[config.mk]
export PLATFORM = sky130hd
export DESIGN_NAME = sdfc_top
export DESIGN_NICKNAME = d
export VERILOG_FILES = /design/src/rtl/sdfc_sinc3.v /design/src/rtl/sdfc_channel.v /design/src/rtl/sdfc_top.v
export VERILOG_INCLUDE_DIRS = /design/src /design/src/rtl
export SDC_FILE = /design/constraint.sdc
export NUM_CORES = 2
export LEC_CHECK = 0
export ABC_AREA = 1
export ABC_CLOCK_PERIOD_IN_PS = 10660
export BUFFER_PORTS_ARGS = -buffer_cell sky130_fd_sc_hd__buf_2
export CORE_UTILIZATION = 51
export CTS_BUF_LIST = sky130_fd_sc_hd__clkbuf_8
export DETAILED_ROUTE_END_ITERATION = 6
export GPL_ROUTABILITY_DRIVEN = 0
export GPL_TIMING_DRIVEN = 0
export PLACE_DENSITY = 0.72
export SYNTH_ARGS = -nofsm -noshare
export SYNTH_HDL_FRONTEND = slang
export SYNTH_HIERARCHICAL = 1
export SYNTH_SLANG_ARGS = --single-unit
[constraint.sdc]
create_clock -name hclk -period 10.66 [get_ports hclk]
set_input_delay 1.066 -clock hclk [delete_from_list [all_inputs] [get_ports hclk]]
set_output_delay 1.066 -clock hclk [all_outputs]
set_load 0.01 [all_outputs]
[src/rtl/sdfc_consts.vh]
// Register offsets, field positions, reset values and timing counts.
// Included by every design file of the converter back end.
`ifndef SDFC_CONSTS_VH
`define SDFC_CONSTS_VH
`define SDFC_OFF_MODE     12'h000
`define SDFC_OFF_STATUS   12'h004
`define SDFC_OFF_RATE     12'h008
`define SDFC_OFF_PRI_CFG  12'h00c
`define SDFC_OFF_AUX_CFG  12'h010
`define SDFC_OFF_PRI_DATA 12'h014
`define SDFC_OFF_AUX_DATA 12'h018
`define SDFC_OFF_PRI_OFS  12'h01c
`define SDFC_OFF_PRI_GAIN 12'h020
`define SDFC_OFF_AUX_OFS  12'h024
`define SDFC_OFF_AUX_GAIN 12'h028
`define SDFC_RATE_RST     8'h45
`define SDFC_RATE_MIN     8'h0d
`define SDFC_RATE_CAL     8'hff
`define SDFC_MODE_RST     8'h00
`define SDFC_MODE_POS_PRI_EN  5
`define SDFC_MODE_POS_AUX_EN  4
`define SDFC_MODE_MSB     2
`define SDFC_MD_IDLE      3'h0
`define SDFC_MD_SINGLE    3'h2
`define SDFC_MD_CONT      3'h3
`define SDFC_MD_INT_ZERO  3'h4
`define SDFC_MD_INT_FULL  3'h5
`define SDFC_MD_SYS_ZERO  3'h6
`define SDFC_MD_SYS_FULL  3'h7
`define SDFC_CFG_POS_UNI  0
`define SDFC_ST_POS_PRI_DONE 7
`define SDFC_ST_POS_AUX_DONE 6
`define SDFC_ST_POS_NOREF 4
`define SDFC_ST_POS_PRI_ERR 3
`define SDFC_ST_POS_AUX_ERR 2
`define SDFC_DEC_PER_RATE 8
`define SDFC_OFS_FACTORY  16'h8000
`define SDFC_GAIN_FACTORY 16'h8000
`endif

[src/rtl/sdfc_sinc3.v]
// Third-order sinc decimator with output-rate control.
// Assumes one modulator bit per clock, already synchronised.
`timescale 1ns/1ps
`include "sdfc_consts.vh"
module sdfc_sinc3 #(
  parameter OUT_W = 16
) (
  input  wire             hclk,
  input  wire             hresetn,
  input  wire             run,
  input  wire             bit_in,
  input  wire [7:0]       rate,
  output reg  [OUT_W-1:0] word_out,
  output reg              word_valid
);
  localparam AW = 36;
  reg  [AW-1:0] i1_reg, i2_reg, i3_reg;
  reg  [AW-1:0] d1_reg, d2_reg, d3_reg;
  reg  [15:0]   cnt_reg;
  wire [15:0]   dec = {5'h00, rate, 3'h0};
  wire [AW-1:0] c1 = i3_reg - d1_reg;
  wire [AW-1:0] c2 = c1 - d2_reg;
  wire [AW-1:0] c3 = c2 - d3_reg;
  // Full scale is dec cubed, just under 2**33 at the slowest rate.
  wire [AW-1:0] sc = c3 >> 17;
  always @(posedge hclk or negedge hresetn) begin
    if (!hresetn) begin
      i1_reg <= {AW{1'b0}};
      i2_reg <= {AW{1'b0}};
      i3_reg <= {AW{1'b0}};
      d1_reg <= {AW{1'b0}};
      d2_reg <= {AW{1'b0}};
      d3_reg <= {AW{1'b0}};
      cnt_reg <= 16'h0000;
      word_out <= {OUT_W{1'b0}};
      word_valid <= 1'b0;
    end else begin
      word_valid <= 1'b0;
      if (!run) begin
        i1_reg <= {AW{1'b0}};
        i2_reg <= {AW{1'b0}};
        i3_reg <= {AW{1'b0}};
        d1_reg <= {AW{1'b0}};
        d2_reg <= {AW{1'b0}};
        d3_reg <= {AW{1'b0}};
        cnt_reg <= 16'h0000;
      end else begin
        i1_reg <= i1_reg + {{(AW-1){1'b0}}, bit_in};
        i2_reg <= i2_reg + i1_reg;
        i3_reg <= i3_reg + i2_reg;
        if (cnt_reg >= dec - 16'h0001) begin
          cnt_reg <= 16'h0000;
          d1_reg <= i3_reg;
          d2_reg <= c1;
          d3_reg <= c2;
          word_out <= (sc[AW-1:OUT_W] != 0) ? {OUT_W{1'b1}}
                                            : sc[OUT_W-1:0];
          word_valid <= 1'b1;
        end else begin
          cnt_reg <= cnt_reg + 16'h0001;
        end
      end
    end
  end
endmodule

[src/rtl/sdfc_channel.v]
// One converter: chop control, averaging, correction and calibration.
// Assumes filter words arrive as single-cycle strobes.
`timescale 1ns/1ps
`include "sdfc_consts.vh"
module sdfc_channel (
  input  wire        hclk,
  input  wire        hresetn,
  input  wire        enable,
  input  wire [2:0]  mode,
  input  wire        unipolar,
  input  wire        no_ref,
  input  wire        bit_in,
  input  wire [7:0]  rate,
  output reg         chop_swap,
  output wire        ref_route,
  output reg  [15:0] result,
  output reg  [15:0] ofs_coef,
  output reg  [15:0] gain_coef,
  output reg         done,
  output reg         cal_err
);
  wire        cal = mode[2];
  wire        run = enable && mode != `SDFC_MD_IDLE;
  wire [7:0]  eff_rate = cal ? `SDFC_RATE_CAL : rate;
  wire [15:0] fw;
  wire        fv;
  reg  [15:0] prev_reg;
  reg  [1:0]  fill_reg;
  reg  [2:0]  last_mode_reg;
  reg         err_seen_reg;
  assign ref_route = enable && (mode == `SDFC_MD_INT_ZERO ||
                                mode == `SDFC_MD_INT_FULL);
  sdfc_sinc3 #(.OUT_W(16)) u_filt (
    .hclk       (hclk),
    .hresetn    (hresetn),
    .run        (run && mode == last_mode_reg),
    .bit_in     (bit_in ^ chop_swap),
    .rate       (eff_rate),
    .word_out   (fw),
    .word_valid (fv)
  );
  wire [16:0] sum  = {1'b0, fw} + {1'b0, prev_reg};
  wire [15:0] avg  = sum[16:1];
  wire [17:0] diff = {2'b00, avg} - {2'b00, ofs_coef} + 18'h08000;
  wire [15:0] dcl  = diff[17] ? 16'h0000 :
                     diff[16] ? 16'hffff : diff[15:0];
  wire [31:0] prod = dcl * gain_coef;
  wire [16:0] scl  = prod[31:15];
  wire [15:0] bip  = (scl[16]) ? 16'hffff : scl[15:0];
  wire [15:0] corr = unipolar ? (bip[15] ? {bip[14:0], 1'b0} : 16'h0000)
                              : bip;
  always @(posedge hclk or negedge hresetn) begin
    if (!hresetn) begin
      chop_swap <= 1'b0;
      prev_reg <= 16'h0000;
      fill_reg <= 2'h0;
      last_mode_reg <= `SDFC_MD_IDLE;
      result <= 16'h0000;
      ofs_coef <= `SDFC_OFS_FACTORY;
      gain_coef <= `SDFC_GAIN_FACTORY;
      done <= 1'b0;
      cal_err <= 1'b0;
      err_seen_reg <= 1'b0;
    end else begin
      last_mode_reg <= mode;
      done <= 1'b0;
      if (!run || mode != last_mode_reg) begin
        fill_reg <= 2'h0;
        chop_swap <= 1'b0;
        err_seen_reg <= 1'b0;
        if (cal && run)
          cal_err <= 1'b0;
      end else begin
        if (cal && no_ref)
          err_seen_reg <= 1'b1;
        if (fv) begin
          chop_swap <= ~chop_swap;
          prev_reg <= fw;
          if (fill_reg != 2'h2)
            fill_reg <= fill_reg + 2'h1;
          if (fill_reg != 2'h0) begin
            done <= 1'b1;
            if (cal) begin
              if (err_seen_reg || no_ref) begin
                cal_err <= 1'b1;
              end else if (!mode[0]) begin
                ofs_coef <= avg;
              end else begin
                gain_coef <= (avg > ofs_coef) ?
                  16'hffff - (avg - ofs_coef) + 16'h0001 : 16'h8000;
              end
            end else begin
              result <= no_ref ? 16'hffff : corr;
            end
          end
        end
      end
    end
  end
endmodule

[src/rtl/sdfc_top.v]
// Sigma-delta back end: two converters behind an AHB-Lite slave.
// Assumes modulator bits and the reference detector are asynchronous.
`timescale 1ns/1ps
`include "sdfc_consts.vh"
module sdfc_top (
  input  wire        hclk,
  input  wire        hresetn,
  input  wire        hsel,
  input  wire [11:0] haddr,
  input  wire [1:0]  htrans,
  input  wire        hwrite,
  input  wire [2:0]  hsize,
  input  wire [31:0] hwdata,
  input  wire        hready,
  output reg  [31:0] hrdata,
  output wire        hreadyout,
  output wire        hresp,
  input  wire        pri_mod_bit,
  input  wire        aux_mod_bit,
  input  wire        reference_missing_flag,
  output wire        pri_chop_swap,
  output wire        aux_chop_swap,
  output wire        pri_ref_route,
  output wire        aux_ref_route
);
  reg  [7:0]  converter_mode_control;
  reg  [7:0]  filter_rate_word;
  reg  [7:0]  primary_channel_config;
  reg  [7:0]  auxiliary_channel_config;
  reg  [2:0]  sync1_reg, sync2_reg;
  reg         wr_pend_reg;
  reg         mode_new_reg;
  reg  [11:0] wr_addr_reg;
  reg         primary_done_reg, auxiliary_done_reg;
  wire [15:0] pri_res, aux_res, pri_ofs, aux_ofs, pri_gain, aux_gain;
  wire        pri_done, aux_done;
  wire        primary_calibration_error_flag;
  wire        auxiliary_calibration_error_flag;
  wire        no_ref = sync2_reg[2];
  wire [2:0]  mode = converter_mode_control[`SDFC_MODE_MSB:0];
  wire        single_end = mode == `SDFC_MD_SINGLE ||
                           mode[2];
  wire        rd_done = hsel && hready && htrans[1] && !hwrite &&
                        haddr == `SDFC_OFF_STATUS;
  wire        wr_go = hsel && hready && htrans[1] && hwrite;
  assign hreadyout = 1'b1;
  assign hresp = 1'b0;
  always @(posedge hclk or negedge hresetn) begin
    if (!hresetn) begin
      sync1_reg <= 3'h0;
      sync2_reg <= 3'h0;
    end else begin
      sync1_reg <= {reference_missing_flag, aux_mod_bit, pri_mod_bit};
      sync2_reg <= sync1_reg;
    end
  end
  sdfc_channel u_pri (
    .hclk      (hclk),
    .hresetn   (hresetn),
    .enable    (converter_mode_control[`SDFC_MODE_POS_PRI_EN]),
    .mode      (mode),
    .unipolar  (primary_channel_config[`SDFC_CFG_POS_UNI]),
    .no_ref    (no_ref),
    .bit_in    (sync2_reg[0]),
    .rate      (filter_rate_word),
    .chop_swap (pri_chop_swap),
    .ref_route (pri_ref_route),
    .result    (pri_res),
    .ofs_coef  (pri_ofs),
    .gain_coef (pri_gain),
    .done      (pri_done),
    .cal_err   (primary_calibration_error_flag)
  );
  sdfc_channel u_aux (
    .hclk      (hclk),
    .hresetn   (hresetn),
    .enable    (converter_mode_control[`SDFC_MODE_POS_AUX_EN]),
    .mode      (mode),
    .unipolar  (auxiliary_channel_config[`SDFC_CFG_POS_UNI]),
    .no_ref    (no_ref),
    .bit_in    (sync2_reg[1]),
    .rate      (filter_rate_word),
    .chop_swap (aux_chop_swap),
    .ref_route (aux_ref_route),
    .result    (aux_res),
    .ofs_coef  (aux_ofs),
    .gain_coef (aux_gain),
    .done      (aux_done),
    .cal_err   (auxiliary_calibration_error_flag)
  );
  // Writes land one cycle after the address phase; a status read clears
  // the done flags, but a new completion in that cycle wins.
  always @(posedge hclk or negedge hresetn) begin
    if (!hresetn) begin
      wr_pend_reg <= 1'b0;
      mode_new_reg <= 1'b0;
      wr_addr_reg <= 12'h000;
      converter_mode_control <= `SDFC_MODE_RST;
      filter_rate_word <= `SDFC_RATE_RST;
      primary_channel_config <= 8'h00;
      auxiliary_channel_config <= 8'h00;
      primary_done_reg <= 1'b0;
      auxiliary_done_reg <= 1'b0;
    end else begin
      wr_pend_reg <= wr_go;
      mode_new_reg <= wr_pend_reg && wr_addr_reg == `SDFC_OFF_MODE;
      wr_addr_reg <= haddr;
      primary_done_reg <= pri_done | (primary_done_reg & ~rd_done);
      auxiliary_done_reg <= aux_done | (auxiliary_done_reg & ~rd_done);
      // A done from the mode just replaced must not end the new one.
      if ((pri_done | aux_done) && single_end && !mode_new_reg)
        converter_mode_control[`SDFC_MODE_MSB:0] <= `SDFC_MD_IDLE;
      if (wr_pend_reg) begin
        case (wr_addr_reg)
          `SDFC_OFF_MODE:    converter_mode_control <= hwdata[7:0];
          `SDFC_OFF_RATE:    filter_rate_word <=
                               (hwdata[7:0] < `SDFC_RATE_MIN) ?
                               `SDFC_RATE_MIN : hwdata[7:0];
          `SDFC_OFF_PRI_CFG: primary_channel_config <= hwdata[7:0];
          `SDFC_OFF_AUX_CFG: auxiliary_channel_config <= hwdata[7:0];
          default: ;
        endcase
      end
    end
  end
  reg [31:0] rd_next;
  always @* begin
    rd_next = 32'h0000_0000;
    case (haddr)
      `SDFC_OFF_MODE:     rd_next[7:0] = converter_mode_control;
      `SDFC_OFF_STATUS: begin
        rd_next[`SDFC_ST_POS_PRI_DONE] = primary_done_reg;
        rd_next[`SDFC_ST_POS_AUX_DONE] = auxiliary_done_reg;
        rd_next[`SDFC_ST_POS_NOREF] = no_ref;
        rd_next[`SDFC_ST_POS_PRI_ERR] = primary_calibration_error_flag;
        rd_next[`SDFC_ST_POS_AUX_ERR] = auxiliary_calibration_error_flag;
      end
      `SDFC_OFF_RATE:     rd_next[7:0] = filter_rate_word;
      `SDFC_OFF_PRI_CFG:  rd_next[7:0] = primary_channel_config;
      `SDFC_OFF_AUX_CFG:  rd_next[7:0] = auxiliary_channel_config;
      `SDFC_OFF_PRI_DATA: rd_next[15:0] = pri_res;
      `SDFC_OFF_AUX_DATA: rd_next[15:0] = aux_res;
      `SDFC_OFF_PRI_OFS:  rd_next[15:0] = pri_ofs;
      `SDFC_OFF_PRI_GAIN: rd_next[15:0] = pri_gain;
      `SDFC_OFF_AUX_OFS:  rd_next[15:0] = aux_ofs;
      `SDFC_OFF_AUX_GAIN: rd_next[15:0] = aux_gain;
      default:            rd_next = 32'h0000_0000;
    endcase
  end
  always @(posedge hclk or negedge hresetn) begin
    if (!hresetn)
      hrdata <= 32'h0000_0000;
    else if (hsel && hready && htrans[1] && !hwrite)
      hrdata <= rd_next;
  end
endmodule

# [Word-level counts from Yosys, hierarchy flattened]
# Cells that the tools add are included.
# Widths: inputs -> output; s select.
[totals] in_bits=57 elab_cells=273 output_inout_bits=38 reg_bits=711
[op_classes] n_lt_le_gt_ge=5 reduce_logical=64 bitwise=16 n_eq_ne=24 mul=2 mux=83 n_addsub=29
[op_table] operator="$mux 36" n=18
[op_table] operator="$mux 16" n=20
[op_table] operator="$sub 36x36->36" n=6
[op_table] operator="$add 36x36->36" n=4
[op_table] operator="$add 36x1->36" n=2
[op_table] operator="$add 16x1->16 const B" n=4
[op_table] operator="$mul 16x16->32" n=2
[op_table] operator="$eq 12x5->1 const B" n=5
[op_table] operator="$eq 12x4->1 const B" n=4
[op_table] operator="$pmux 8 s6" n=1
[op_table] operator="$reduce_bool 20->1" n=2
[op_table] operator="$add 18x16->18 const B" n=2
[op_table] operator="$eq 12x6->1 const B" n=3
[op_table] operator="$add 16x16->17" n=2
[op_table] operator="$sub 16x16->17" n=2
[op_table] operator="$pmux 3 s11" n=1
[op_table] operator="$ge 16x16->1" n=2
[op_table] operator="$gt 16x16->1" n=2
[op_table] operator="$sub 16x16->16" n=2
[op_table] operator="$sub 16x16->16 const A" n=2
[op_table] operator="$mux 1" n=29
[op_table] operator="$reduce_bool 2->1" n=14
[op_table] operator="$logic_not 12->1" n=2
[op_table] operator="$reduce_and 6->1" n=4
[op_table] operator="27 further kinds" n=88

# [Longest topological paths before layout]
[logic_depth] depth_word=10 depth_mapped=59 mapped_depth_nobuf=56

# [By module]
# The synthesis kept the hierarchy.
[modules_own_cells] module="sdfc_sinc3" cells_per_inst=2694 n_inst=2 area_per_inst_um2=19488.7 seq_area_each_um2=6231.0
[modules_own_cells] module="sdfc_channel (u_aux)" cells_per_inst=1878 n_inst=1 area_per_inst_um2=14056.0 seq_area_each_um2=1829.3
[modules_own_cells] module="sdfc_channel (u_pri)" cells_per_inst=1884 n_inst=1 area_per_inst_um2=14024.7 seq_area_each_um2=1829.3
[modules_own_cells] module="sdfc_top" cells_per_inst=572 n_inst=1 area_per_inst_um2=4096.4 seq_area_each_um2=1755.4

# [Worst setup path before layout]
# No wires, ideal clock.
[synth_timing] path_kind="register to register" startpoint="register u_aux.u_filt.word_out[2]" endpoint="register u_aux.result[1]" required_ns=10.543 path_buffers=4 setup_time_ns=0.117 path_stages_with_launch=49 synth_period_minus_slack_ns=9.366 setup_slack_ns=1.294 arrival_time_ns=9.248 path_cell_list="dfrtp_1 > ha_1 > a21oi_1 > o21ai_1 > a21oi_1 > o21ai_1 > a21boi_1 > o21ai_1 > xnor2_1 > inv_1 > ha_1 > nand2_1 > nor2_1 > inv_1 > nor4_1 > nand2_1 > nand2_1 > inv_1 > [13 not listed] > fa_1 > inv_1 > ha_1 > a21oi_1 > o21ai_1 > nand2_1 > nand2_1 > nand2_1 > nand2_1 > nor2_1 > nand2_4 > nand2_4 > nand3_2 > buf_6 > nand2_1 > nor2_1 > nor2_1 > nor2_1"
[synth_between] elab_chain_cells=10
[synth_lines] element="from (decl)" line_no="sdfc_sinc3.v:13" text="output reg [OUT_W-1:0] word_out,"
[synth_lines] element="from (signal assigned)" line_no="sdfc_sinc3.v:35" text="word_out <= {OUT_W{1'b0}};"
[synth_lines] element="from (signal assigned)" line_no="sdfc_sinc3.v:56" text="word_out <= (sc[AW-1:OUT_W] != 0) ? {OUT_W{1'b1}}"
[synth_lines] element="$add 16x16->17 *" line_no="sdfc_channel.v:42" text="wire [16:0] sum = {1'b0, fw} + {1'b0, prev_reg};"
[synth_lines] element="named net u_aux.sum[11]" line_no="sdfc_channel.v:42"
[synth_lines] element="$sub 16x16->17 *" line_no="sdfc_channel.v:44" text="wire [17:0] diff = {2'b00, avg} - {2'b00, ofs_coef} + 18'h08000;"
[synth_lines] element="$add 18x16->18 *" line_no="sdfc_channel.v:44"
[synth_lines] element="$mux 16" line_no="sdfc_channel.v:46" text="diff[16] ? 16'hffff : diff[15:0];"
[synth_lines] element="$mux 16 *" line_no="sdfc_channel.v:45" text="wire [15:0] dcl = diff[17] ? 16'h0000 :"
[synth_lines] element="$mul 16x16->32 *" line_no="sdfc_channel.v:47" text="wire [31:0] prod = dcl * gain_coef;"
[synth_lines] element="$mux 16 *" line_no="sdfc_channel.v:49" text="wire [15:0] bip = (scl[16]) ? 16'hffff : scl[15:0];"
[synth_lines] element="$mux 16" line_no="sdfc_channel.v:50" text="wire [15:0] corr = unipolar ? (bip[15] ? {bip[14:0], 1'b0} : 16'h0000)"
[synth_lines] element="$mux 16 *" line_no="sdfc_channel.v:50"
[synth_lines] element="$mux 16 *" line_no="sdfc_channel.v:93" text="result <= no_ref ? 16'hffff : corr;"
[synth_lines] element="to (signal assigned)" line_no="sdfc_channel.v:93"
[synth_lines] element="to (decl)" line_no="sdfc_channel.v:16" text="output reg [15:0] result,"
# Mark *: on every way through the listed nets, which the timed path passes. The rest lies on a longest branch.
# A chain may end at the register's enable or synchronous reset.

# [Final worst setup path]
[layout_timing] startpoint="register u_aux.u_filt.word_out[0]" endpoint="register u_aux.result[13]"
# The elaborated chain is that of the path after synthesis.

==> reports/qor.txt <==
status - finished, violations left
failing checks - design-rule violations
Place WS - -1290 ps
largest net degree at the start of global routing - 120
grt ovf - 0
minimum clock period - 10270 ps
CP Max Fanout - 10
Critical Path Start - u_aux/u_filt/word_out[0]
vias in the first global route - 65500
Tightest Pin Transition - 1030 ps
post-route ant nets - 0
Die Height - 376 microns
Worst-path clk slew - 60 ps
Num CTS Buffers - 135
first-pass GRT wire length - 334 mm
Hold Path Class - input port to asynchronous set/reset pin
Post-Route WL - 206 mm
Via density - 5.56
port bufs - 48
drt pass-1 iters - 7
Hold-fix buffers, CTS - 0
num rows - 136
Max Fclk - 0.0974 GHz
pwr dens - 264 nW/um^2
initial antenna violation count - 7
Synth Area in Compound Gates - 0.148
max-cap viol count - 0
mux share of post-synthesis cell area - 0
worst r2r dst - u_aux/result[13]
final core utilization - 0.564
final hold violation count - 0
CP Data Arrival Time - 11000 ps
Core ar. - 138000 sq um
clock sinks - 714
Avg Inst Size Synth - 7.32 sq um
Area Overhead vs Synth - 9.45%
final worst slack - 393 ps
Post-synth EDFFs - 0
Syn. warnings - 6
r2r setup slk - 390 ps
most used cell, CP - nand2_1
worst skew pair latency - 860 ps
ys flop type - dfrtp_1
H-tree levels - 4
Simple-Gate Fraction of Synth Area - 0.233
nets - 11100
Netlist cell types - 72
Final Cycle Share - 0.963
GRT Total Usage - 0.292
initial detailed-routing violation count - 5964
Post-Syn Area - 71200 sq um
Critical Path Source Type - flip-flop
Die X - 376 microns
fillcell total - 13000
Cells after Synth - 9722
XOR/XNOR Fraction of Synth Area - 0.0352
R2R cell count - 52
LEAKAGE - 40.2 nW
Post-Synth Adder-Cell Area - 0.233
async set-reset flop share out of synthesis - 1.00
largest family of logic cells by synthesized area - simple AND/OR/NAND/NOR gates
Yosys reg bits - 714
Die Area - 141000 sq um
Vias - 66400
FF-to-FF Start - u_aux/u_filt/word_out[0]
max-slew violation count - 0
share of cells above drive strength 1 - 0.0765
Seq/Total Area, Yosys - 0.251
Initial Utilization - 0.516
CTS tree - built
worst vdd ir - 0.000440 V
Setup Skew - 42.1 ps
endpoints failing setup - 0
root buffer cell - clkbuf_8
Max Root-Sink Buffers - 3
worst relative slew slack - 0.311
Critical Path RT - 11390 ps
critical path's largest stage delay - 560 ps
routed length per placed instance - 17.2 microns
critical path type - flip-flop to flip-flop
Worst Hold Slack - 226 ps
Critical-path top delay cell - fa_1
DRC - 1
Critical Path End - u_aux/result[13]
io pins - 95
HPWL after DPL - 163 mm
CP endpoint kind - flip-flop
## timing repair
item                       CTS  global route
setup buffers               14            24
pin swaps                    5            21
setup endpoints to repair   32            32
gates resized for setup     69           127
## logic make-up after synthesis
logic type	count (synthesis)
other	2
buffers and inverters	1830
adder cells (fa/ha/maj)	1084
AO/OA/AOI/OAI	1894
XOR/XNOR	286
flip-flops	714
AND/OR/NAND/NOR	3912
## cell usage in the layout, fill, tap and decap left out, types with 21 or more instances in the layout
cell type     n
nand2_1    1961
inv_1      1611
nor2_1     1043
a21oi_1     765
dfrtp_1     707
ha_1        670
o21ai_0     616
fa_1        398
nand3_1     384
xor2_1      187
clkbuf_8    172
nor3_1      120
clkbuf_1    114
xnor2_1      92
a31oi_1      81
nand2_2      80
buf_2        75
o21ai_1      72
a21o_1       72
buf_4        66
or2_2        60
nand4_1      57
nor2_2       38
inv_2        37
o22ai_1      37
a21boi_0     35
o21bai_1     35
nand3_2      35
o21a_1       33
nor4_1       24
a21boi_1     21
## synth_stat cells, types with 30 or more instances
| master | count | area (sq um) |
|---|---|---|
| nand2_1 | 2003 | 7520 |
| inv_1 | 1580 | 5930 |
| nor2_1 | 1054 | 3960 |
| a21oi_1 | 779 | 3900 |
| dfrtp_1 | 707 | 17700 |
| ha_1 | 684 | 8560 |
| o21ai_0 | 628 | 3140 |
| fa_1 | 400 | 8010 |
| nand3_1 | 384 | 1920 |
| xor2_1 | 192 | 1680 |
| nor3_1 | 123 | 616 |
| clkbuf_1 | 121 | 454 |
| xnor2_1 | 94 | 823 |
| a31oi_1 | 83 | 519 |
| a21o_1 | 72 | 541 |
| o21ai_1 | 66 | 330 |
| or2_2 | 60 | 375 |
| nand4_1 | 57 | 357 |
| nand2_2 | 47 | 294 |
| a21boi_0 | 38 | 285 |
| inv_2 | 38 | 143 |
| o22ai_1 | 37 | 231 |
| nand3_2 | 36 | 360 |
| o21bai_1 | 35 | 263 |
| buf_2 | 33 | 165 |
| o21a_1 | 33 | 248 |
| nor4_1 | 31 | 194 |
| nor2_2 | 30 | 188 |
## worst max-delay path, delay by kind of cell, from the launching register on
family,cells,cell delay [ps]
compound gates,3,520
xor+xnor,1,270
fa+ha+maj,10,4450
buf+inv,9,900
flops,1,400
simple gates,29,3590
## cell type report
cell class,count,area [sq um],area share
buffer,192,996,0.0128
sequential,714,17900,0.230
inverter,1634,6190,0.0794
antenna,9,22.5,0.000289
tap,1863,2330,0.0299
clock buffer,172,2370,0.0304
multi-input combinational,7194,46800,0.601
clock inverter,72,536,0.00688
timing repair buffer,93,728,0.00935
## power by group
part	switching [mW]	internal (mW)
logic	9.51	5.09
clock network	1.27	1.61
registers	0.196	2.90
## through the flow
stage	cell area (sq um)	setup TNS [ps]	power, mW	std cells
after floorplan	71200	0	14.0	9738
final	77900	0	20.6	11900
after global routing	77900	-487	22.4	11900
after detailed placement	74000	-30030	17.3	11700
after global placement	73800	-4871060	17.0	11600
after CTS	77200	0	20.2	11900
## worst min-delay path by stage
stage	start	to	cells after the start
global placement	sync1_reg[1]	sync2_reg[1]	0
detailed placement	sync1_reg[1]	sync2_reg[1]	0
finish	hresetn	hrdata[0]	2
global route	hresetn	hrdata[0]	2
CTS	hresetn	u_pri/prev_reg[2]	2
floorplan	sync1_reg[0]	sync2_reg[0]	0
## per-layer routing
metal	GRT usage	vias up	part of all wire
met5	0	-	0.000063
met4	0.131	2	0.046
met3	0.0528	568	0.076
met2	0.477	2633	0.45
met1	0.377	31300	0.42
li1	-	31800	-
Note: power is estimated with default switching activity, not from simulation.
